<file path="src/pkg/swpc_map.svh">
// Constants of the sleep, wake and port configuration block.
// Included by the design modules and the bench files; definitions only.
`ifndef SWPC_MAP_SVH
`define SWPC_MAP_SVH

// Expanded register bank F locations
`define SWPC_OFS_PORT_DRIVE_CONFIG 4'h0
`define SWPC_OFS_STOP_WAKE_CONFIG 4'hB

// Reset values
`define SWPC_RST_PORT_DRIVE_CONFIG 8'hFE
`define SWPC_RST_STOP_WAKE_CONFIG 8'h20

// Port drive config field positions
`define SWPC_PDC_COMP_ROUTE 0
`define SWPC_PDC_P1_PUSH_PULL 1
`define SWPC_PDC_P0_PUSH_PULL 2
`define SWPC_PDC_P0_STD_DRIVE 3
`define SWPC_PDC_P3_STD_DRIVE 6
`define SWPC_PDC_OSC_STD_DRIVE 7

// Stop wake config field positions
`define SWPC_SWC_DIV16 0
`define SWPC_SWC_SRC_LO 2
`define SWPC_SWC_SRC_HI 4
`define SWPC_SWC_DELAY_EN 5
`define SWPC_SWC_WAKE_HIGH 6
`define SWPC_SWC_WARM 7

// Sleep opcodes and restart address
`define SWPC_OP_STOP 8'h6F
`define SWPC_OP_HALT 8'h7F
`define SWPC_RESTART_PC 16'h000C

// Wake source selector codes
`define SWPC_SRC_NONE 3'h0
`define SWPC_SRC_P30 3'h1
`define SWPC_SRC_P31 3'h2
`define SWPC_SRC_P32 3'h3
`define SWPC_SRC_P33 3'h4
`define SWPC_SRC_P27 3'h5
`define SWPC_SRC_NOR_LO 3'h6
`define SWPC_SRC_NOR_ALL 3'h7

// Power-on delay length in rising edges of the RC oscillator
`define SWPC_POR_RC_TICKS 16

`endif

</file>
<file path="src/pkg/swpc_pkg.sv">
// Types of the sleep, wake and port configuration block.
// Field layouts follow the positions in swpc_map.svh.
package swpc_pkg;

  typedef struct packed {
    logic osc_std;
    logic p3_std;
    logic p2_std;
    logic p1_std;
    logic p0_std;
    logic p0_pp;
    logic p1_pp;
    logic comp_route;
  } swpc_pdc_t;

  typedef struct packed {
    logic warm;
    logic wake_high;
    logic delay_en;
    logic [2:0] src;
    logic div2_off;
    logic div16;
  } swpc_swc_t;

  typedef struct packed {
    logic pwr_good;
    logic ext_rst_n;
    logic wdt_perm;
    logic wdt_rc_src;
    logic rc_osc;
    logic [3:0] p3_in;
    logic [7:0] p2_in;
  } swpc_pins_t;

  typedef enum logic [2:0] {
    SWPC_DELAY = 3'b000,
    SWPC_RUN = 3'b001,
    SWPC_HALT = 3'b010,
    SWPC_STOP = 3'b011,
    SWPC_EXTRST = 3'b100
  } swpc_state_t;

endpackage
</file>
<file path="src/logic/swpc_por_timer.sv">
// One-shot power-on delay timer counting RC oscillator edges.
// Assumes rc_level is already synchronised to sys_clk.
`timescale 1ns/100ps
`include "swpc_map.svh"
module swpc_por_timer
  import swpc_pkg::*;
#(
  parameter int TICKS = `SWPC_POR_RC_TICKS,
  parameter int CNT_W = 16
)
(
  // Clock and reset
  input wire logic sys_clk,
  input wire logic arst_n,
  // Control
  input wire logic start,
  input wire logic rc_level,
  // Status
  output logic busy
);

  logic run_ff;
  logic nxt_run;
  logic rc_prev_ff;
  logic nxt_rc_prev;
  logic [CNT_W-1:0] cnt_ff;
  logic [CNT_W-1:0] nxt_cnt;
  logic rc_rise;

  assign rc_rise = rc_level & ~rc_prev_ff;
  // Start counts as busy at once so the sequencer never sees a gap
  assign busy = run_ff | start;

  always_comb
  begin
    nxt_rc_prev = rc_level;
    nxt_run = run_ff;
    nxt_cnt = cnt_ff;
    if (start)
    begin
      // Retrigger restarts the full delay
      nxt_run = 1'b1;
      nxt_cnt = CNT_W'(TICKS);
    end
    else if (run_ff && rc_rise)
    begin
      nxt_cnt = cnt_ff - CNT_W'(1);
      if (cnt_ff <= CNT_W'(1))
      begin
        nxt_run = 1'b0;
      end
    end
  end

  always_ff @(posedge sys_clk or negedge arst_n)
  begin
    if (!arst_n)
    begin
      run_ff <= 1'b0;
      rc_prev_ff <= 1'b0;
      cnt_ff <= '0;
    end
    else
    begin
      run_ff <= nxt_run;
      rc_prev_ff <= nxt_rc_prev;
      cnt_ff <= nxt_cnt;
    end
  end

endmodule

</file>
<file path="src/logic/swpc_top.sv">
// Sleep/wake sequencer, power-on delay and port drive configuration.
// Assumes a core that reports decoded opcodes and granted interrupts on
// sys_clk, and pads, straps and RC oscillator arriving asynchronously.
//
// Behaviour
// RULE_01 - Power-on delay is a one-shot on RC clock, three trigger causes.
// RULE_02 - Instruction execution is held off while the power-on delay runs.
// RULE_03 - HALT gates CPU clock; oscillator, timers, external interrupts keep running.
// RULE_04 - HALT ends on a taken enabled interrupt; execution resumes after HALT.
// RULE_05 - Software places a no-operation right before each sleep instruction.
// RULE_06 - One opcode enters STOP, another opcode enters HALT.
// RULE_07 - STOP halts internal clock and crystal oscillator.
// RULE_08 - STOP ends only by a reset cause; restart at fixed address.
// RULE_09 - Watchdog wake from STOP keeps registers but always applies power-on delay.
// RULE_10 - Permanent watchdog on RC clock runs in every mode, never stoppable.
// RULE_11 - Config bit 0 routes comparator outputs to two Port 3 pins; default 0.
// RULE_12 - Config bit 1 clear makes Port 1 open-drain; default 1.
// RULE_13 - Config bit 2 clear makes Port 0 open-drain; default 1.
// RULE_14 - Config bits 3..6 clear give low-EMI drive on Ports 0..3; default 1.
// RULE_15 - Config bit 7 clear gives low-noise oscillator and strobe drive; default 1.
// RULE_16 - Small-package software keeps Port 1 drive bits set.
// RULE_17 - Port drive config is write-only at bank F location 0.
// RULE_18 - Stop wake config is write-only except read-only warm flag bit 7.
// RULE_19 - Stop wake bit 6 picks low or high wake level.
// RULE_20 - Stop wake bits 2..4 pick source; register at bank F location 11.
// RULE_21 - Without delay, the wake source stays active at least five clocks.
// RULE_22 - Warm flag reads one after recovery wake, zero after power-on or watchdog.
// RULE_23 - Wake polarity defaults to zero, low level wakes.
// RULE_24 - Power-on loads every port config bit with its default.
`timescale 1ns/100ps
`include "swpc_map.svh"
module swpc_top
  import swpc_pkg::*;
#(
  parameter int POR_TICKS = `SWPC_POR_RC_TICKS
)
(
  // Clock and reset
  input wire logic sys_clk,
  input wire logic arst_n,
  // Asynchronous pins and straps
  input wire logic pwr_good,
  input wire logic ext_rst_n,
  input wire logic rc_osc,
  input wire logic wdt_perm,
  input wire logic wdt_rc_src,
  input wire logic [3:0] p3_in,
  input wire logic [7:0] p2_in,
  // Core side, same clock
  input wire logic instr_valid,
  input wire logic [7:0] instr_opcode,
  input wire logic irq_taken,
  input wire logic wdt_timeout,
  input wire logic wdt_halt_en,
  input wire logic wdt_stop_en,
  // Expanded register bank F access
  input wire logic reg_bank_f,
  input wire logic [3:0] reg_addr,
  input wire logic reg_wr,
  input wire logic reg_rd,
  input wire logic [7:0] reg_wdata,
  output logic [7:0] reg_rdata,
  // Clock and execution control
  output logic cpu_clk_en,
  output logic osc_enable,
  output logic exec_hold,
  output logic restart_req,
  output logic [15:0] restart_pc,
  output logic wdt_run,
  output logic sclk_div16,
  output logic sclk_div2_off,
  // Port 0 and Port 1 drivers
  input wire logic [7:0] p0_core_out,
  input wire logic [7:0] p0_core_oe,
  input wire logic [7:0] p1_core_out,
  input wire logic [7:0] p1_core_oe,
  output logic [7:0] p0_pad_out,
  output logic [7:0] p0_pad_oe,
  output logic [7:0] p1_pad_out,
  output logic [7:0] p1_pad_oe,
  // Comparator routing on Port 3
  input wire logic [1:0] comp_out,
  input wire logic p3_core_out_a,
  input wire logic p3_core_out_b,
  output logic comparator_out_pin_a,
  output logic comparator_out_pin_b,
  // Drive strength selects
  output logic [3:0] port_low_emi,
  output logic osc_low_emi
);

  localparam swpc_pdc_t PDC_RST = `SWPC_RST_PORT_DRIVE_CONFIG;
  localparam swpc_swc_t SWC_RST = `SWPC_RST_STOP_WAKE_CONFIG;

  // Open-drain keeps only the low drive; a high is left to the pull-up
  function automatic logic [7:0] pad_oe(input logic [7:0] dout, input logic [7:0] oe,
                                        input logic push_pull);
    pad_oe = push_pull ? oe : (oe & ~dout);
  endfunction

  // Two-flop synchroniser for every asynchronous input
  swpc_pins_t raw_pins;
  swpc_pins_t sync1_ff;
  swpc_pins_t sync2_ff;
  swpc_pins_t nxt_sync1;
  swpc_pins_t nxt_sync2;

  assign raw_pins = '{pwr_good: pwr_good, ext_rst_n: ext_rst_n, wdt_perm: wdt_perm,
                      wdt_rc_src: wdt_rc_src, rc_osc: rc_osc, p3_in: p3_in,
                      p2_in: p2_in};

  always_comb
  begin
    nxt_sync1 = raw_pins;
    nxt_sync2 = sync1_ff;
  end

  always_ff @(posedge sys_clk or negedge arst_n)
  begin
    if (!arst_n)
    begin
      sync1_ff <= '0;
      sync2_ff <= '0;
    end
    else
    begin
      sync1_ff <= nxt_sync1;
      sync2_ff <= nxt_sync2;
    end
  end

  // Power-good edge detect on the synchronised level
  logic pg_prev_ff;
  logic nxt_pg_prev;
  logic pg_rise;
  logic por_start;
  logic por_busy;

  assign pg_rise = sync2_ff.pwr_good & ~pg_prev_ff;

  // Sequencer and configuration registers
  swpc_state_t state_ff;
  swpc_state_t nxt_state;
  swpc_pdc_t pdc_ff;
  swpc_pdc_t nxt_pdc;
  swpc_swc_t smr_ff;
  swpc_swc_t nxt_smr;
  logic restart_ff;
  logic nxt_restart;
  logic [7:0] rdata_ff;
  logic [7:0] nxt_rdata;
  logic wr_pdc;
  logic wr_smr;

  // Selected wake source level, compared against the chosen polarity
  logic src_level;
  logic wake_hit;

  always_comb
  begin
    unique case (smr_ff.src)
      `SWPC_SRC_NONE: src_level = ~smr_ff.wake_high;
      `SWPC_SRC_P30: src_level = sync2_ff.p3_in[0];
      `SWPC_SRC_P31: src_level = sync2_ff.p3_in[1];
      `SWPC_SRC_P32: src_level = sync2_ff.p3_in[2];
      `SWPC_SRC_P33: src_level = sync2_ff.p3_in[3];
      `SWPC_SRC_P27: src_level = sync2_ff.p2_in[7];
      `SWPC_SRC_NOR_LO: src_level = ~|sync2_ff.p2_in[3:0];
      `SWPC_SRC_NOR_ALL: src_level = ~|sync2_ff.p2_in;
    endcase
  end

  // Code 0 never wakes; only reset causes end STOP then
  assign wake_hit = (smr_ff.src != `SWPC_SRC_NONE) &&
                    (src_level == smr_ff.wake_high); // RULE_19 RULE_20

  assign wr_pdc = reg_wr && reg_bank_f && (reg_addr == `SWPC_OFS_PORT_DRIVE_CONFIG);
  assign wr_smr = reg_wr && reg_bank_f && (reg_addr == `SWPC_OFS_STOP_WAKE_CONFIG);

  always_comb
  begin
    nxt_pg_prev = sync2_ff.pwr_good;
    nxt_state = state_ff;
    nxt_pdc = pdc_ff;
    nxt_smr = smr_ff;
    nxt_restart = 1'b0;
    por_start = 1'b0;
    if (!sync2_ff.pwr_good || pg_rise)
    begin
      // Power-fail to good starts the one-shot
      por_start = pg_rise; // RULE_01
      nxt_state = SWPC_DELAY;
      nxt_pdc = PDC_RST; // RULE_24
      nxt_smr = SWC_RST; // RULE_23
    end
    else if (!sync2_ff.ext_rst_n)
    begin
      nxt_state = SWPC_EXTRST; // RULE_08
      nxt_pdc = PDC_RST;
      nxt_smr = SWC_RST;
    end
    else
    begin
      unique case (state_ff)
        SWPC_DELAY:
        begin
          if (!por_busy)
          begin
            nxt_state = SWPC_RUN; // RULE_02
            nxt_restart = 1'b1;
          end
        end
        SWPC_EXTRST:
        begin
          nxt_state = SWPC_RUN;
          nxt_restart = 1'b1;
        end
        SWPC_RUN:
        begin
          if (wdt_timeout)
          begin
            por_start = 1'b1; // RULE_01
            nxt_state = SWPC_DELAY;
            nxt_pdc = PDC_RST;
            nxt_smr = SWC_RST;
          end
          else
          begin
            if (wr_pdc)
            begin
              nxt_pdc = swpc_pdc_t'(reg_wdata); // RULE_17
            end
            if (wr_smr)
            begin
              // Flag bit is not writable
              nxt_smr = swpc_swc_t'({smr_ff.warm, reg_wdata[6:0]}); // RULE_18
            end
            if (instr_valid && instr_opcode == `SWPC_OP_STOP)
            begin
              nxt_state = SWPC_STOP; // RULE_06
              nxt_smr.warm = 1'b1;
            end
            else if (instr_valid && instr_opcode == `SWPC_OP_HALT)
            begin
              nxt_state = SWPC_HALT; // RULE_06
            end
          end
        end
        SWPC_HALT:
        begin
          if (wdt_timeout)
          begin
            por_start = 1'b1;
            nxt_state = SWPC_DELAY;
            nxt_pdc = PDC_RST;
            nxt_smr = SWC_RST;
          end
          else if (irq_taken)
          begin
            // Core keeps its PC, so service returns past the HALT
            nxt_state = SWPC_RUN; // RULE_04
          end
        end
        SWPC_STOP:
        begin
          if (wdt_timeout)
          begin
            // Configuration survives except div16 and the warm flag; delay applied regardless of delay bit
            por_start = 1'b1; // RULE_09
            nxt_state = SWPC_DELAY;
            nxt_smr.warm = 1'b0; // RULE_22
            nxt_smr.div16 = 1'b0;
          end
          else if (wake_hit)
          begin
            nxt_smr.warm = 1'b1; // RULE_22
            nxt_smr.div16 = 1'b0;
            if (smr_ff.delay_en)
            begin
              por_start = 1'b1; // RULE_01
              nxt_state = SWPC_DELAY;
            end
            else
            begin
              // Single sample is enough since the source is held long
              nxt_state = SWPC_RUN; // RULE_21
              nxt_restart = 1'b1; // RULE_08
            end
          end
        end
      endcase
    end
    // Write-only locations read back zero; only the warm flag is visible
    nxt_rdata = 8'h00;
    if (reg_rd && reg_bank_f && reg_addr == `SWPC_OFS_STOP_WAKE_CONFIG)
    begin
      nxt_rdata = {smr_ff.warm, 7'h00}; // RULE_18
    end
  end

  always_ff @(posedge sys_clk or negedge arst_n)
  begin
    if (!arst_n)
    begin
      pg_prev_ff <= 1'b0;
      state_ff <= SWPC_DELAY;
      pdc_ff <= PDC_RST; // RULE_24
      smr_ff <= SWC_RST;
      restart_ff <= 1'b0;
      rdata_ff <= 8'h00;
    end
    else
    begin
      pg_prev_ff <= nxt_pg_prev;
      state_ff <= nxt_state;
      pdc_ff <= nxt_pdc;
      smr_ff <= nxt_smr;
      restart_ff <= nxt_restart;
      rdata_ff <= nxt_rdata;
    end
  end

  swpc_por_timer #(
    .TICKS(POR_TICKS),
    .CNT_W(16)
  ) u_por_timer (
    .sys_clk(sys_clk),
    .arst_n(arst_n),
    .start(por_start),
    .rc_level(sync2_ff.rc_osc),
    .busy(por_busy)
  );

  // Clock control and pad outputs, all registered
  logic clk_en_ff;
  logic osc_en_ff;
  logic hold_ff;
  logic wdt_run_ff;
  logic nxt_clk_en;
  logic nxt_osc_en;
  logic nxt_hold;
  logic nxt_wdt_run;
  logic [7:0] p0_out_ff;
  logic [7:0] p0_oe_ff;
  logic [7:0] p1_out_ff;
  logic [7:0] p1_oe_ff;
  logic [7:0] nxt_p0_oe;
  logic [7:0] nxt_p1_oe;
  logic cmp_a_ff;
  logic cmp_b_ff;
  logic nxt_cmp_a;
  logic nxt_cmp_b;

  always_comb
  begin
    // Oscillator and timers run in HALT; only the CPU clock is gated
    nxt_clk_en = (state_ff == SWPC_RUN); // RULE_03
    nxt_osc_en = (state_ff != SWPC_STOP); // RULE_07
    nxt_hold = (state_ff == SWPC_DELAY) || (state_ff == SWPC_EXTRST); // RULE_02
    if (sync2_ff.wdt_perm && !sync2_ff.wdt_rc_src)
    begin
      nxt_wdt_run = 1'b1; // RULE_10
    end
    else if (state_ff == SWPC_HALT)
    begin
      nxt_wdt_run = wdt_halt_en;
    end
    else if (state_ff == SWPC_STOP)
    begin
      nxt_wdt_run = wdt_stop_en;
    end
    else
    begin
      nxt_wdt_run = 1'b1;
    end
    nxt_p0_oe = pad_oe(p0_core_out, p0_core_oe, pdc_ff.p0_pp); // RULE_13
    nxt_p1_oe = pad_oe(p1_core_out, p1_core_oe, pdc_ff.p1_pp); // RULE_12
    nxt_cmp_a = pdc_ff.comp_route ? comp_out[0] : p3_core_out_a; // RULE_11
    nxt_cmp_b = pdc_ff.comp_route ? comp_out[1] : p3_core_out_b; // RULE_11
  end

  always_ff @(posedge sys_clk or negedge arst_n)
  begin
    if (!arst_n)
    begin
      clk_en_ff <= 1'b0;
      osc_en_ff <= 1'b1;
      hold_ff <= 1'b1;
      wdt_run_ff <= 1'b0;
      p0_out_ff <= 8'h00;
      p0_oe_ff <= 8'h00;
      p1_out_ff <= 8'h00;
      p1_oe_ff <= 8'h00;
      cmp_a_ff <= 1'b0;
      cmp_b_ff <= 1'b0;
    end
    else
    begin
      clk_en_ff <= nxt_clk_en;
      osc_en_ff <= nxt_osc_en;
      hold_ff <= nxt_hold;
      wdt_run_ff <= nxt_wdt_run;
      p0_out_ff <= p0_core_out;
      p0_oe_ff <= nxt_p0_oe;
      p1_out_ff <= p1_core_out;
      p1_oe_ff <= nxt_p1_oe;
      cmp_a_ff <= nxt_cmp_a;
      cmp_b_ff <= nxt_cmp_b;
    end
  end

  assign cpu_clk_en = clk_en_ff;
  assign osc_enable = osc_en_ff;
  assign exec_hold = hold_ff;
  assign restart_req = restart_ff;
  assign restart_pc = `SWPC_RESTART_PC; // RULE_08
  assign wdt_run = wdt_run_ff;
  assign sclk_div16 = smr_ff.div16;
  assign sclk_div2_off = smr_ff.div2_off;
  assign reg_rdata = rdata_ff;
  assign p0_pad_out = p0_out_ff;
  assign p0_pad_oe = p0_oe_ff;
  assign p1_pad_out = p1_out_ff;
  assign p1_pad_oe = p1_oe_ff;
  assign comparator_out_pin_a = cmp_a_ff;
  assign comparator_out_pin_b = cmp_b_ff;
  // Inverted because a cleared bit selects the reduced drive
  assign port_low_emi = ~{pdc_ff.p3_std, pdc_ff.p2_std, pdc_ff.p1_std,
                          pdc_ff.p0_std}; // RULE_14
  assign osc_low_emi = ~pdc_ff.osc_std; // RULE_15

endmodule

</file>
<file path="config.mk">
export PLATFORM = sky130hd
export DESIGN_NAME = swpc_top
export DESIGN_NICKNAME = d
export VERILOG_FILES = /design/src/pkg/swpc_pkg.sv /design/src/logic/swpc_por_timer.sv /design/src/logic/swpc_top.sv
export VERILOG_INCLUDE_DIRS = /design/src /design/src/pkg
export SDC_FILE = /design/constraint.sdc
export NUM_CORES = 1
export LEC_CHECK = 0
export ABC_AREA = 1
export BUFFER_PORTS_ARGS = -buffer_cell sky130_fd_sc_hd__buf_2
export CAP_MARGIN = 20
export CORE_MARGIN = 2
export CORE_UTILIZATION = 40
export DETAILED_ROUTE_END_ITERATION = 8
export GPL_TIMING_DRIVEN = 0
export PLACE_DENSITY = 0.78
export SLEW_MARGIN = 0
export SYNTH_ARGS = -nofsm -noshare
export SYNTH_HDL_FRONTEND = slang
export SYNTH_HIERARCHICAL = 1
export SYNTH_SLANG_ARGS = --single-unit
</file>
<file path="constraint.sdc">
create_clock -name sys_clk -period 2 [get_ports sys_clk]
set_clock_uncertainty 0.05 [all_clocks]
set_input_delay 0.1 -clock sys_clk [delete_from_list [all_inputs] [get_ports sys_clk]]
set_output_delay 0.1 -clock sys_clk [all_outputs]
set_load 0.1 [all_outputs]
</file>
# Yosys cells after proc, flatten, opt, wreduce, memory -nomap -nowiden

Index checks and enable logic that the tools add are counted.

Output and inout bits: 70
Bits of input ports: 83
Logic and storage cells: 175
Register bits: 119

Magnitude comparators: 1
Muxes and demuxes: 59
Bitwise logic cells: 12
Equality and inequality tests: 26
Add/subtract/negate cells: 1
Reductions and logical operators: 31

Operators with widths:

| kind                                                            | count |
|---|---|
| 2-to-1 mux 8 bit                                                | 12 |
| 2-to-1 mux 16 bit                                               | 2 |
| 2-to-1 mux 3 bit                                                | 10 |
| 2-to-1 mux 1 bit                                                | 26 |
| bitwise AND 8 bit                                               | 2 |
| == test 8 x 7 -> 1 bit, second input constant                   | 2 |
| less-or-equal comparator 16 x 1 -> 1 bit, second input constant | 1 |
| NOT 8 bit                                                       | 2 |
| case mux 8 bit (2 select lines)                                 | 1 |
| subtractor 16 x 1 -> 16 bit, second input constant              | 1 |
| == test 3 bit, second input constant                            | 5 |
| case mux 3 bit (5 select lines)                                 | 1 |
| == test 3 x 2 -> 1 bit, second input constant                   | 4 |
| case mux 6 bit (2 select lines)                                 | 1 |
| AND reduction 4 bit                                             | 3 |
| logical AND 1 bit                                               | 10 |
| != test 5 x 4 -> 1 bit, second input constant                   | 2 |
| != test 5 bit, second input constant                            | 2 |
| case mux 1 bit (3 select lines)                                 | 3 |
| != test 4 bit, second input constant                            | 2 |
| case mux 1 bit (8 select lines)                                 | 1 |
| OR reduction 8 bit                                              | 1 |
| 2-to-1 mux 7 bit                                                | 1 |
| == test 3 x 1 -> 1 bit, second input constant                   | 2 |
| 22 further kinds                                                | 33 |

# Depth between registers and ports, before layout

Gate-level depths: netlist of the first run.

Word-level depth: 15
Mapped depth: 17
Gate-level depth less buffers: 17

# Hierarchy

The synthesis of the first run kept the hierarchy.

By module, submodules not included:

| module         | sequential area each (um^2) | cells each | area an instance (um^2) | times used |
|---|---|---|---|---|
| swpc_top       | 2364.8                      | 298        | 3533.4                  | 1 |
| swpc_por_timer | 450.4                       | 144        | 1069.8                  | 1 |

# Least setup slack after synthesis of the first run

OpenSTA, ideal clock, no wires.

Path kind: register to register
Start point: reg smr_ff[2] (netlist bit)
End point: reg state_ff[1]
Cell stages (with the launch flop): 18
Required time: 1837 ps
Library setup time: 113 ps
Clock period less this slack: 1880 ps
Setup slack: 120 ps
Data arrival time: 1717 ps
Path buffers: 0
Cells stage by stage: dfrtp_1 -> nor2_1 -> nand2_1 -> nand2_1 -> nand2_1 -> nand3_1 -> nand2_1 -> nand3_1 -> nand2_1 -> nand4_1 -> nand2_1 -> nor2_1 -> inv_1 -> nand2_1 -> o22ai_1 -> nand3b_1 -> nand2_1 -> inv_1

Cells in the longest elaborated chain, start to end: 12
Elaborated cells between the ends (all ways): 21
Classes of those cells: 10 x eq/ne; 6 x mux; 1 x bitwise; 4 x reduce/logical

RTL lines:

| what                                        | line                 | source |
|---|---|---|
| from (decl)                                 | swpc_top.sv:146      | `swpc_swc_t smr_ff;` |
| from (signal assigned)                      | swpc_top.sv:317      | `smr_ff <= nxt_smr;` |
| == test 3 bit, or another cell as far along | swpc_top.sv:161      | `unique case (smr_ff.src)` |
| case mux 1 bit (8 select lines)             | swpc_top.sv:161      |  |
| == test 1 bit                               | swpc_top.sv:175      | `(src_level == smr_ff.wake_high);` |
| logical AND 1 bit *                         | swpc_top.sv:174      | `` assign wake_hit = (smr_ff.src != `SWPC_SRC_NONE) && `` |
| 2-to-1 mux 1 bit *                          | swpc_top.sv:274      | `else if (wake_hit)` |
| 2-to-1 mux 1 bit *                          | swpc_top.sv:266      | `if (wdt_timeout)` |
| case mux 1 bit (2 select lines) *           | swpc_top.sv:204      | `unique case (state_ff)` |
| 2-to-1 mux 1 bit *                          | swpc_top.sv:196      | `else if (!sync2_ff.ext_rst_n)` |
| 2-to-1 mux 1 bit *                          | swpc_top.sv:188      | `if (!sync2_ff.pwr_good \|\| pg_rise)` |
| net por_start                               | swpc_top.sv:136      | `logic por_start;` |
| OR 1 bit *                                  | swpc_por_timer.sv:32 | `assign busy = run_ff \| start;` |
| net por_busy                                | swpc_top.sv:137      | `logic por_busy;` |
| != test 4 bit (no source line) *            | -                    |  |
| AND reduction 4 bit (no source line) *      | -                    |  |
| to (signal assigned)                        | swpc_top.sv:315      | `state_ff <= nxt_state;` |
| to (decl)                                   | swpc_top.sv:142      | `swpc_state_t state_ff;` |

Mark *: on every way through the listed nets, which the timed path passes. The rest lies on a longest branch.
A chain may end at the register's enable or synchronous reset.

# Worst setup path after layout of the first run

Ends and elaborated chain as after synthesis.

==> results.md, run 1 <==
* Status: complete, but fails checks
* Failing checks: negative setup slack
* GRT Total Usage at 18.8%
* Row count at 39
* Routability Congestion at 0.848
* Hold crit path type: input pin to flip-flop
* Commonest non-fill, non-tap cell in the layout: buf_2
* CTS Buf Count at 9
* Routed wire length at 11500 um
* Die area at 12400 sq um
* Final HPWL DP at 7260 um
* Vias in the first global route at 4011
* Crit path DAT at 2.31 ns
* Core Box Area at 11300 sq um
* Post-Synthesis Cells at 442
* Netlist cell types at 38
* Worst slack at placement at -0.213 ns
* Final setup margin at -0.122 ns
* Net count, final at 768
* Post-synthesis sequential area ratio at 61.2%
* Power density cells at 875 nW/um^2
* Die Wd at 111 um
* Rel. slew slack at 60.3%
* Share of layout cells above drive strength 1 at 38.8%
* Asr flop ratio synth at 100%
* CP Capture Type: flip-flop
* Clk buf depth at 2
* Leakage at 0.00338 uW
* TNS Setup at -0.618 ns
* RSZ-0062 raised after global routing: yes
* WP buf/inv at 3
* Most used cell, CP: nand3_2
* Via/cell ratio at 4.70
* Max-cap violations at 0
* TritonCTS clock tree: done
* WP data required at 2.19 ns
* Overflow after GRT at 0
* H-tree depth at 3
* YS warnings at 6
* Final Slew Violations at 0
* Most used DFF post-synth: dfrtp_1
* CTS clk-pin slew, worst paths at 0.08 ns
* Port-buffer cells at 129
* Fmax at 0.471 GHz
* Area of the mapped netlist at 4600 sq um
* Family with the most delay on the worst path: simple AND/OR/NAND/NOR gates
* CTS Sinks at 112
* Initial core utilization at 40.7%
* Crit share post-route at 106%
* Flop and latch count out of synthesis at 112
* CP max-delay cell: dfrtp_2
* Iter 0 DRT Violations at 107
* Crit Path Max Fanout at 6
* VDD IR max at 0.585 mV
* Syn Area/Cell at 10.4 sq um
* CP Launch Type: flip-flop
* Final setup violation count at 9
* Layout area overhead at 46.5%
* Vias at 3908
* Antenna violations before repair at 0
* Fin. Hold Viols at 0
* Fin Hold WS at 0.0957 ns
* First-pass GRT wire length at 18600 um
* Antenna Nets Post-Route at 0
* Ports at 153
* # fillers at 906
* Routed len/inst at 13.9 um
* Number of diodes at 0
* CTS root buf: clkbuf_16
* Pwr Total at 5900 uW
* Multi-input logic area at 1560 sq um
* Most frequent cells in the layout: buf_2 (128), dfrtp_1 (100), dlygate4sd3_1 (67)
* Seq. cell area at 2820 sq um
* Min cycle time layout at 2.12 ns
* Slowest stage delay, CP at 0.49 ns
* Tightest Pin Transition at 0.595 ns
* Residual DRC count at 0
* Die height at 111 um
* Skew-Pair Late Insertion Delay at 0.35 ns
* Final core utilization at 59.6%
* Largest net degree at the start of global routing at 68
* Post-synth EDFFs at 0
* WS Path Type: flip-flop to flip-flop
* DRT Pass-1 Iters at 4
* Crit-path cells: inv_2 -> nand3_2 -> nand3_2 -> nand2_2 -> nand4_1 -> nand3_2 -> nand2_1 -> nand4_1 -> nand2_2 -> nor2_4 -> inv_2 -> nand2_4 -> o22ai_2 -> nand3b_1 -> nand2_1 -> inv_1
[final cells by class]
type                    count  area share [%]
flip-flops and latches    112            41.8
well taps                 143            2.65
clock buffers               9            3.34
clock inverters             7            1.08
plain buffers              27            3.28
multi-input cells         270            23.1
inverters                  54            3.10
repair buffers            209            21.7
[stage by stage]
stage,area (sq um),instances
4_1_cts,6570,824
5_1_grt,6750,831
3_3_place_gp,5510,735
2_1_floorplan,4680,463
3_5_place_dp,5540,736
6_report,6750,831
[registers in the layout, summed over array words and instances (netlist names), 3 cells and up]
signal / count
smr_ff: 6
nxt_sync2: 17
p0_pad_out: 8
p1_pad_out: 8
state_ff: 3
p0_pad_oe: 8
pdc_ff: 8
sync2_ff: 16
u_por_timer/cnt_ff: 16
p1_pad_oe: 8
[kinds of logic after synthesis]
family                   after synthesis  synth area share, %
other                                  2                0.163
adder cells (fa/ha/maj)                2                0.544
buffers and inverters                 81                 9.21
AND/OR/NAND/NOR                      180                 19.7
flip-flops                           112                 61.2
AO/OA/AOI/OAI                         65                 9.21
[routing by layer]
metal,GRT usage (%),share of wire (%),vias up
met5,0,0,-
met4,7.65,2.9,0
met3,4.65,5.3,32
met2,33.9,54,138
met1,21.1,37,1881
li1,-,-,1857
[where the power goes]
| part | total [uW] | internal [uW] | switching [uW] |
|---|---|---|---|
| logic | 1590 | 462 | 1130 |
| clock network | 1740 | 880 | 861 |
| registers | 2570 | 2440 | 124 |
[path summary, 6_finish.rpt]
kind	startpoint	endpoint	slack, ns	cells past startpoint
max in group asynchronous	arst_n	pdc_ff[6]$_DFFE_PN1P_	0.90	3
min in group asynchronous	arst_n	nxt_sync2[15]$_DFF_PN0_	0.25	2
worst max-delay path	smr_ff[2]$_DFFE_PN0P_	state_ff[1]$_DFFE_PN0P_	-0.12	16
worst max register to register	smr_ff[2]$_DFFE_PN0P_	state_ff[1]$_DFFE_PN0P_	-0.12	16
worst min-delay path	wdt_timeout	smr_ff[7]$_DFFE_PN0P_	0.1	4
worst min register to register	nxt_sync2[16]$_DFF_PN0_	nxt_pg_prev$_DFF_PN0_	0.30	0
[worst register-to-register path, delay by kind of cell (launching register included)]
family	cells	cell delay, ns
buf+inv	3	0.16
simple gates	12	1.23
compound gates	1	0.09
flops	1	0.49
[cells in the mapped netlist, types with 3 or more instances]
cell,instances,share of area [%]
dfrtp_1,102,55
nand3_1,21,2.3
inv_2,7,0.57
nand2_1,62,5.1
nand3_4,3,1.1
buf_6,4,0.98
nor2_4,5,1.2
nand4_1,12,1.6
inv_1,45,3.7
a21boi_0,16,2.6
a21oi_1,13,1.4
o21ai_0,23,2.5
buf_4,23,3.8
nor2_1,52,4.2
o21ai_2,5,0.95
nor2_2,6,0.82
nand2_2,5,0.68
dfstp_2,10,5.7
[repair_timing]
action                                  in CTS  in global routing
endpoints found under the setup margin      11                 15
hold buffers                                67                  0
cloned                                       1                  1
buffers inserted                             4                  6
endpoints found under the hold margin      109                  0
pin swaps                                    4                 13
gates resized for setup                     12                 32
No activity file was read; power rests on OpenSTA's default activity.
==> run 2, diff against run 1 <==
- SKIP_CTS_REPAIR_TIMING: not set -> 1
==> run 2 against run 1 <==
Net effect:
- the run ends with negative hold slack, negative setup slack left
- register-to-register slack better by 0.04 ns
- maximum frequency is 2.1% higher
- power decreased by 0.51%
- utilization decreased by 0.86 points
- largest cell class unchanged
- highest routed layer unchanged
==> results.md, run 2 (synthesis gave the netlist of run 1 again) <==
* Power density cells at 883 nW/um^2 (was 875 nW/um^2)
* CTS clk-pin slew, worst paths at 0.08 ns (about the same)
* Sequential share of power at 43.6% (was 43.5%)
* Share of layout cells above drive strength 1 at 37.6% (was 38.8%)
* First-pass GRT wire length at 16300 um (was 18600 um)
* Crit share post-route at 104% (was 106%)
* CP Launch Type: flip-flop (unchanged)
* Clock power share at 29.8% (was 29.5%)
* Clk buf depth at 2 (unchanged)
* Worst Hold Launch: reg_addr[2] (was wdt_timeout)
* Die height at 111 um (unchanged)
* H-tree depth at 3 (unchanged)
* Antenna violations before repair at 0 (unchanged)
* Rel. slew slack at 60.4% (was 60.3%)
* Status: complete, but fails checks (unchanged)
* Initial core utilization at 40.7% (unchanged)
* Antenna Nets Post-Route at 0 (unchanged)
* Overflow after GRT at 0 (unchanged)
* Iter 0 DRT Violations at 123 (was 107)
* Vias at 3884 (was 3908)
* Residual DRC count at 0 (unchanged)
* Min cycle time layout at 2.08 ns (was 2.12 ns)
* CTS root buf: clkbuf_16 (unchanged)
* CTS Sinks at 112 (unchanged)
* Crit path DAT at 2.27 ns (was 2.31 ns)
* Commonest non-fill, non-tap cell in the layout: buf_2 (unchanged)
* Slowest stage delay, CP at 0.47 ns (was 0.49 ns)
* WP data required at 2.19 ns (about the same)
* Leakage at 0.00332 uW (was 0.00338 uW)
* Final setup violation count at 9 (unchanged)
* Die area at 12400 sq um (unchanged)
* Routability Congestion at 0.848 (unchanged)
* Routed wire length at 11400 um (was 11500 um)
* Net count, final at 760 (was 768)
* CP Capture Type: flip-flop (unchanged)
* Routed len/inst at 13.8 um (was 13.9 um)
* Final Slew Violations at 0 (unchanged)
* Final HPWL DP at 7260 um (unchanged)
* Hold depth at 4 (unchanged)
* Layout area overhead at 44.4% (was 46.5%)
* Die Wd at 111 um (unchanged)
* Worst setup path start: smr_ff[3]$_DFFE_PN0P_ (was smr_ff[2]$_DFFE_PN0P_)
* Combinational power share at 26.6% (was 27.0%)
* DRT Pass-1 Iters at 4 (unchanged)
* R2R Path End: state_ff[1]$_DFFE_PN0P_ (unchanged)
* Vias in the first global route at 3563 (was 4011)
* Failing checks: negative hold slack, negative setup slack (was negative setup slack)
* Hold crit path type: input pin to flip-flop (unchanged)
* Worst R2R Path Depth at 17 (was 16)
* TritonCTS clock tree: done (unchanged)
* Row count at 39 (unchanged)
* RSZ-0062 raised after global routing: yes (unchanged)
* WS Path Type: flip-flop to flip-flop (unchanged)
* Int Pwr at 3770 uW (was 3780 uW)
* CTS Buf Count at 9 (unchanged)
* Final setup margin at -0.0782 ns (was -0.122 ns)
* Worst R2R Start: smr_ff[3]$_DFFE_PN0P_ (was smr_ff[2]$_DFFE_PN0P_)
* Largest net degree at the start of global routing at 68 (unchanged)
* Number of diodes at 0 (unchanged)
* Ports at 153 (unchanged)
* R2r setup slk at -0.08 ns (was -0.12 ns)
* Fin. Hold Viols at 1 (was 0)
* Port-buffer cells at 129 (unchanged)
* Fin Hold WS at -0.0101 ns (was 0.0957 ns)
* VDD IR max at 0.600 mV (was 0.585 mV)
* Max-cap violations at 0 (unchanged)
* Final core utilization at 58.7% (was 59.6%)
* Skew-Pair Late Insertion Delay at 0.35 ns (about the same)
* TNS Setup at -0.272 ns (was -0.618 ns)
* Family with the most delay on the worst path: simple AND/OR/NAND/NOR gates (unchanged)
* Most frequent cells in the layout: buf_2 (129), dfrtp_1 (100), dlygate4sd3_1 (64) (was buf_2 (128), dfrtp_1 (100), dlygate4sd3_1 (67))
* WP buf/inv at 3 (unchanged)
* CP max-delay cell: dfrtp_2 (unchanged)
* Crit Path Max Fanout at 5 (was 6)
* Crit-path cells: inv_2 -> nand3_2 -> nand2_1 -> nand2_2 -> nand3_2 -> nand2_2 -> nand3_2 -> nand2_1 -> nand4_1 -> nand2_2 -> nor2_4 -> inv_2 -> nand2_4 -> o22ai_2 -> nand3b_1 -> nand2_1 -> inv_1 (was inv_2 -> nand3_2 -> nand3_2 -> nand2_2 -> nand4_1 -> nand3_2 -> nand2_1 -> nand4_1 -> nand2_2 -> nor2_4 -> inv_2 -> nand2_4 -> o22ai_2 -> nand3b_1 -> nand2_1 -> inv_1)
* Worst slack at placement at -0.213 ns (unchanged)
* Core Box Area at 11300 sq um (unchanged)
* Tightest Pin Transition at 0.594 ns (was 0.595 ns)
* Fmax at 0.481 GHz (was 0.471 GHz)
* Sw Pwr at 2110 uW (was 2120 uW)
* Number of flip-flops in the largest register at 17 (unchanged)
* GRT Total Usage at 16.2% (was 18.8%)
* Hold Path End: reg_rdata[7]$_DFF_PN0_ (was smr_ff[7]$_DFFE_PN0P_)
* Via/cell ratio at 4.72 (was 4.70)
* Sw Ratio at 35.9% (about the same)
* # fillers at 905 (was 906)
[run 2: how the worst max path moves through the flow]
stage | end | slack (ns) | cells past startpoint
final | state_ff[1]$_DFFE_PN0P_ | -0.08 | 17
after global routing | state_ff[1]$_DFFE_PN0P_ | -0.25 | 17
after CTS | state_ff[1]$_DFFE_PN0P_ | -0.25 | 17
after detailed placement | state_ff[1]$_DFFE_PN0P_ | -0.21 | 17
after global placement | p0_pad_out[0]$_DFF_PN0_ | -0.40 | 1
after floorplan | state_ff[1]$_DFFE_PN0P_ | 0.12 | 17
[run 2: through the flow]
stage | instances | hold WS, ns | total power, uW | cell area, sq um
detailed placement | 736 | 0.0997 | 4010 | 5540
finish | 823 | -0.0101 | 5870 | 6650
global route | 823 | -0.00555 | 6170 | 6650
floorplan | 463 | -0.246 | 3680 | 4680
CTS | 752 | -0.267 | 5750 | 5830
global placement | 735 | 0.157 | 3950 | 5510
[run 2: power by group through the flow]
stage               logic [uW]  clock network, uW  registers [uW]
floorplan                  772                  0            2910
global placement          1370                  0            2590
detailed placement        1410                  0            2600
CTS                       1410               1780            2560
global route              1690               1900            2580
finish                    1560               1750            2560
[run 2: worst reg2reg max path: stages (launching register included)]
cell,delay (ns)
dfrtp_2,0.47
inv_2,0.12
nand3_2,0.07
nand2_1,0.09
nand2_2,0.06
nand3_2,0.07
nand2_2,0.06
nand3_2,0.09
nand2_1,0.06
nand4_1,0.09
nand2_2,0.14
nor2_4,0.14
inv_2,0.06
nand2_4,0.07
o22ai_2,0.08
nand3b_1,0.16
nand2_1,0.07
inv_1,0.03
[run 2: routing by layer]
metal | part of all wire [%] | wire length, um | GRT usage, %
met3 | 5.6 | 633 | 4.65
met1 | 37 | 4240 | 19.5
met5 | 0 | 0 | 0
met4 | 2.9 | 329 | 5.60
met2 | 54 | 6160 | 28.0
[run 2: cell type report]
| cell class | instances | area (sq um) | share of cell area (%) |
|---|---|---|---|
| plain buffers | 27 | 221 | 3.33 |
| clock buffers | 9 | 225 | 3.39 |
| clock inverters | 7 | 72.6 | 1.09 |
| inverters | 54 | 209 | 3.14 |
| multi-input cells | 270 | 1540 | 23.2 |
| flip-flops and latches | 112 | 2820 | 42.4 |
| well taps | 143 | 179 | 2.69 |
| repair buffers | 201 | 1380 | 20.8 |
==> run 3, diff against run 2 <==
- CORE_UTILIZATION: 40 -> 45
- PLACE_DENSITY: 0.78 -> 0.85
- SKIP_LAST_GASP: not set -> 1
==> run 3 against run 2 <==
Net effect:
- the run ends with negative setup slack left
- final cell count fell by 0.85%
- first-iteration DRC count is 35% higher
- wire length down 1.5%
- sequential power about the same
- maximum frequency decreased by 2.9%
- non-clock buffer count grew 3
- critical path depth is 2 lower
- combinational power is essentially flat
- setup slack worse by 0.063 ns
- global-route usage is 2.2 points higher
- die area fell by 11%
- critical path type unchanged
- critical endpoint is now u_por_timer/cnt_ff[5]$_DFFE_PN0P_
- highest routed layer unchanged
==> results.md, run 3 (synthesis gave the netlist of run 1 again) <==
* Crit Path Max Fanout at 6 (was 5)
* Sw Ratio at 38.5% (was 35.9%)
* Final HPWL DP at 7360 um (was 7260 um)
* R2r setup slk at -0.14 ns (was -0.08 ns)
* Sequential share of power at 46.1% (was 43.6%)
* Number of diodes at 0 (unchanged)
* Rel. slew slack at 65.7% (was 60.4%)
* DRT Pass-1 Iters at 6 (was 4)
* Int Pwr at 3420 uW (was 3770 uW)
* CP endpoint: u_por_timer/cnt_ff[5]$_DFFE_PN0P_ (was state_ff[1]$_DFFE_PN0P_)
* Worst R2R Start: smr_ff[2]$_DFFE_PN0P_ (was smr_ff[3]$_DFFE_PN0P_)
* Power density cells at 843 nW/um^2 (was 883 nW/um^2)
* Hold crit path type: input pin to flip-flop (unchanged)
* Clock power share at 25.2% (was 29.8%)
* Die area at 11100 sq um (was 12400 sq um)
* CTS Buf Count at 9 (unchanged)
* Min cycle time layout at 2.14 ns (was 2.08 ns)
* Crit path DAT at 2.36 ns (was 2.27 ns)
* # fillers at 704 (was 905)
* Iter 0 DRT Violations at 166 (was 123)
* Initial core utilization at 46.7% (was 40.7%)
* Skew-Pair Late Insertion Delay at 0.38 ns (was 0.35 ns)
* CP Launch Type: flip-flop (unchanged)
* Worst R2R Path Depth at 15 (was 17)
* CTS Sinks at 112 (unchanged)
* Worst setup path start: smr_ff[2]$_DFFE_PN0P_ (was smr_ff[3]$_DFFE_PN0P_)
* WP data required at 2.22 ns (was 2.19 ns)
* Routed wire length at 11200 um (was 11400 um)
* Crit-path cells: inv_2 -> nand3_2 -> nand3_2 -> nand2_2 -> nand4_1 -> nand3_2 -> nand2_1 -> nand4_1 -> nand2_2 -> inv_4 -> nand2_4 -> buf_6 -> nand2_2 -> o21ai_2 -> nor2_1 (was inv_2 -> nand3_2 -> nand2_1 -> nand2_2 -> nand3_2 -> nand2_2 -> nand3_2 -> nand2_1 -> nand4_1 -> nand2_2 -> nor2_4 -> inv_2 -> nand2_4 -> o22ai_2 -> nand3b_1 -> nand2_1 -> inv_1)
* Die height at 105 um (was 111 um)
* RSZ-0062 raised after global routing: yes (unchanged)
* Vias at 3875 (was 3884)
* Overflow after GRT at 0 (unchanged)
* GRT Total Usage at 18.5% (was 16.2%)
* Final core utilization at 66.8% (was 58.7%)
* H-tree depth at 3 (unchanged)
* Tightest Pin Transition at 0.518 ns (was 0.594 ns)
* Fin. Hold Viols at 0 (was 1)
* Max-cap violations at 0 (unchanged)
* Status: complete, but fails checks (unchanged)
* Worst slack at placement at -0.237 ns (was -0.213 ns)
* VDD IR max at 0.455 mV (was 0.600 mV)
* Dpl cells at 726 (was 736)
* WS Path Type: flip-flop to flip-flop (unchanged)
* TritonCTS clock tree: done (unchanged)
* Crit share post-route at 107% (was 104%)
* Via/cell ratio at 4.75 (was 4.72)
* Row count at 36 (was 39)
* Antenna violations before repair at 0 (unchanged)
* Ports at 153 (unchanged)
* First-pass GRT wire length at 16200 um (was 16300 um)
* CTS clk-pin slew, worst paths at 0.13 ns (was 0.08 ns)
* Residual DRC count at 0 (unchanged)
* Final setup margin at -0.141 ns (was -0.0782 ns)
* Final Slew Violations at 0 (unchanged)
* Antenna Nets Post-Route at 0 (unchanged)
* Routed len/inst at 13.7 um (was 13.8 um)
* Sw Pwr at 2130 uW (was 2110 uW)
* CP max-delay cell: dfrtp_2 (unchanged)
* Combinational power share at 28.7% (was 26.6%)
* Vias in the first global route at 3516 (was 3563)
* Failing checks: negative setup slack (was negative hold slack, negative setup slack)
* Final setup violation count at 10 (was 9)
* Slowest stage delay, CP at 0.50 ns (was 0.47 ns)
* Clk buf depth at 2 (unchanged)
* Commonest non-fill, non-tap cell in the layout: buf_2 (unchanged)
* Net count, final at 763 (was 760)
* Number of flip-flops in the largest register at 17 (unchanged)
* CP Capture Type: flip-flop (unchanged)
* Largest net degree at the start of global routing at 76 (was 68)
* Leakage at 0.00330 uW (was 0.00332 uW)
* Most frequent cells in the layout: buf_2 (128), dfrtp_1 (100), dlygate4sd3_1 (68) (was buf_2 (129), dfrtp_1 (100), dlygate4sd3_1 (64))
* Fmax at 0.467 GHz (was 0.481 GHz)
* Core Box Area at 9860 sq um (was 11300 sq um)
* CTS root buf: clkbuf_8 (was clkbuf_16)
* Layout area overhead at 43.1% (was 44.4%)
* Non-filler cells, final at 816 (was 823)
* Share of layout cells above drive strength 1 at 38.4% (was 37.6%)
* Routability Congestion at 0.896 (was 0.848)
* Port-buffer cells at 129 (unchanged)
* Die Wd at 105 um (was 111 um)
* R2R Path End: u_por_timer/cnt_ff[5]$_DFFE_PN0P_ (was state_ff[1]$_DFFE_PN0P_)
* Fin Hold WS at 0.0644 ns (was -0.0101 ns)
run 3: changes by cell type in the layout (fill, tap and decap cells not counted), sizes merged:
cell | before | now
clkbuf | 10 | 9
clkinv | 5 | 2
dlygate4sd3 | 64 | 68
inv | 56 | 59
run 3: final cells by class:
type | count | area (sq um) | share of cell area [%]
Buffer | 27 | 218 | 3.31
Clock buffer | 9 | 124 | 1.88
Clock inverter | 7 | 86.3 | 1.31
Inverter | 54 | 209 | 3.17
Multi-Input combinational cell | 270 | 1550 | 23.6
Sequential cell | 112 | 2820 | 42.8
Tap cell | 133 | 166 | 2.53
Timing Repair Buffer | 204 | 1410 | 21.5
run 3: worst max-delay path: cells and delay by family, from the launching register on:
family	cells	cell delay [ns]
DFF	1	0.50
and+or+nand+nor	11	1.02
AOI/OAI and AO/OA	1	0.15
buffers and inverters	3	0.31
run 3: routing by layer:
layer,vias up,share of wire [%],GRT usage (%)
met5,-,0,0
met4,0,2.3,6.38
met3,22,4.6,4.12
met2,140,55,33.2
met1,1876,38,21.7
li1,1837,-,-
run 3: per-stage QoR:
step	power [uW]	TNS [ns]	instance area [sq um]
2_1_floorplan	3680	0	4680
3_3_place_gp	3950	-32.88	5490
3_5_place_dp	4010	-1.61	5520
4_1_cts	5410	-2.06	5730
5_1_grt	5820	-2.43	6590
6_report	5550	-0.664	6590
run 3: worst min path at each step:
stage,start,endpoint,slack [ns],depth (start not counted)
after floorplan,arst_n,comparator_out_pin_a$_DFF_PN0_,-0.25,0
after global placement,ext_rst_n,nxt_sync2[15]$_DFF_PN0_,0.16,1
after detailed placement,arst_n,nxt_sync2[15]$_DFF_PN0_,0.05,1
after CTS,arst_n,nxt_sync2[15]$_DFF_PN0_,-0.37,1
after global routing,wdt_timeout,smr_ff[7]$_DFFE_PN0P_,0.06,4
final,wdt_timeout,smr_ff[7]$_DFFE_PN0P_,0.06,4
run 3: power by group through the flow:
stage	Combinational [uW]	Sequential [uW]	Clock, uW
after global routing	1710	2580	1540
after floorplan	772	2910	0
after global placement	1370	2580	0
after detailed placement	1420	2590	0
final	1590	2560	1400
after CTS	1420	2550	1440
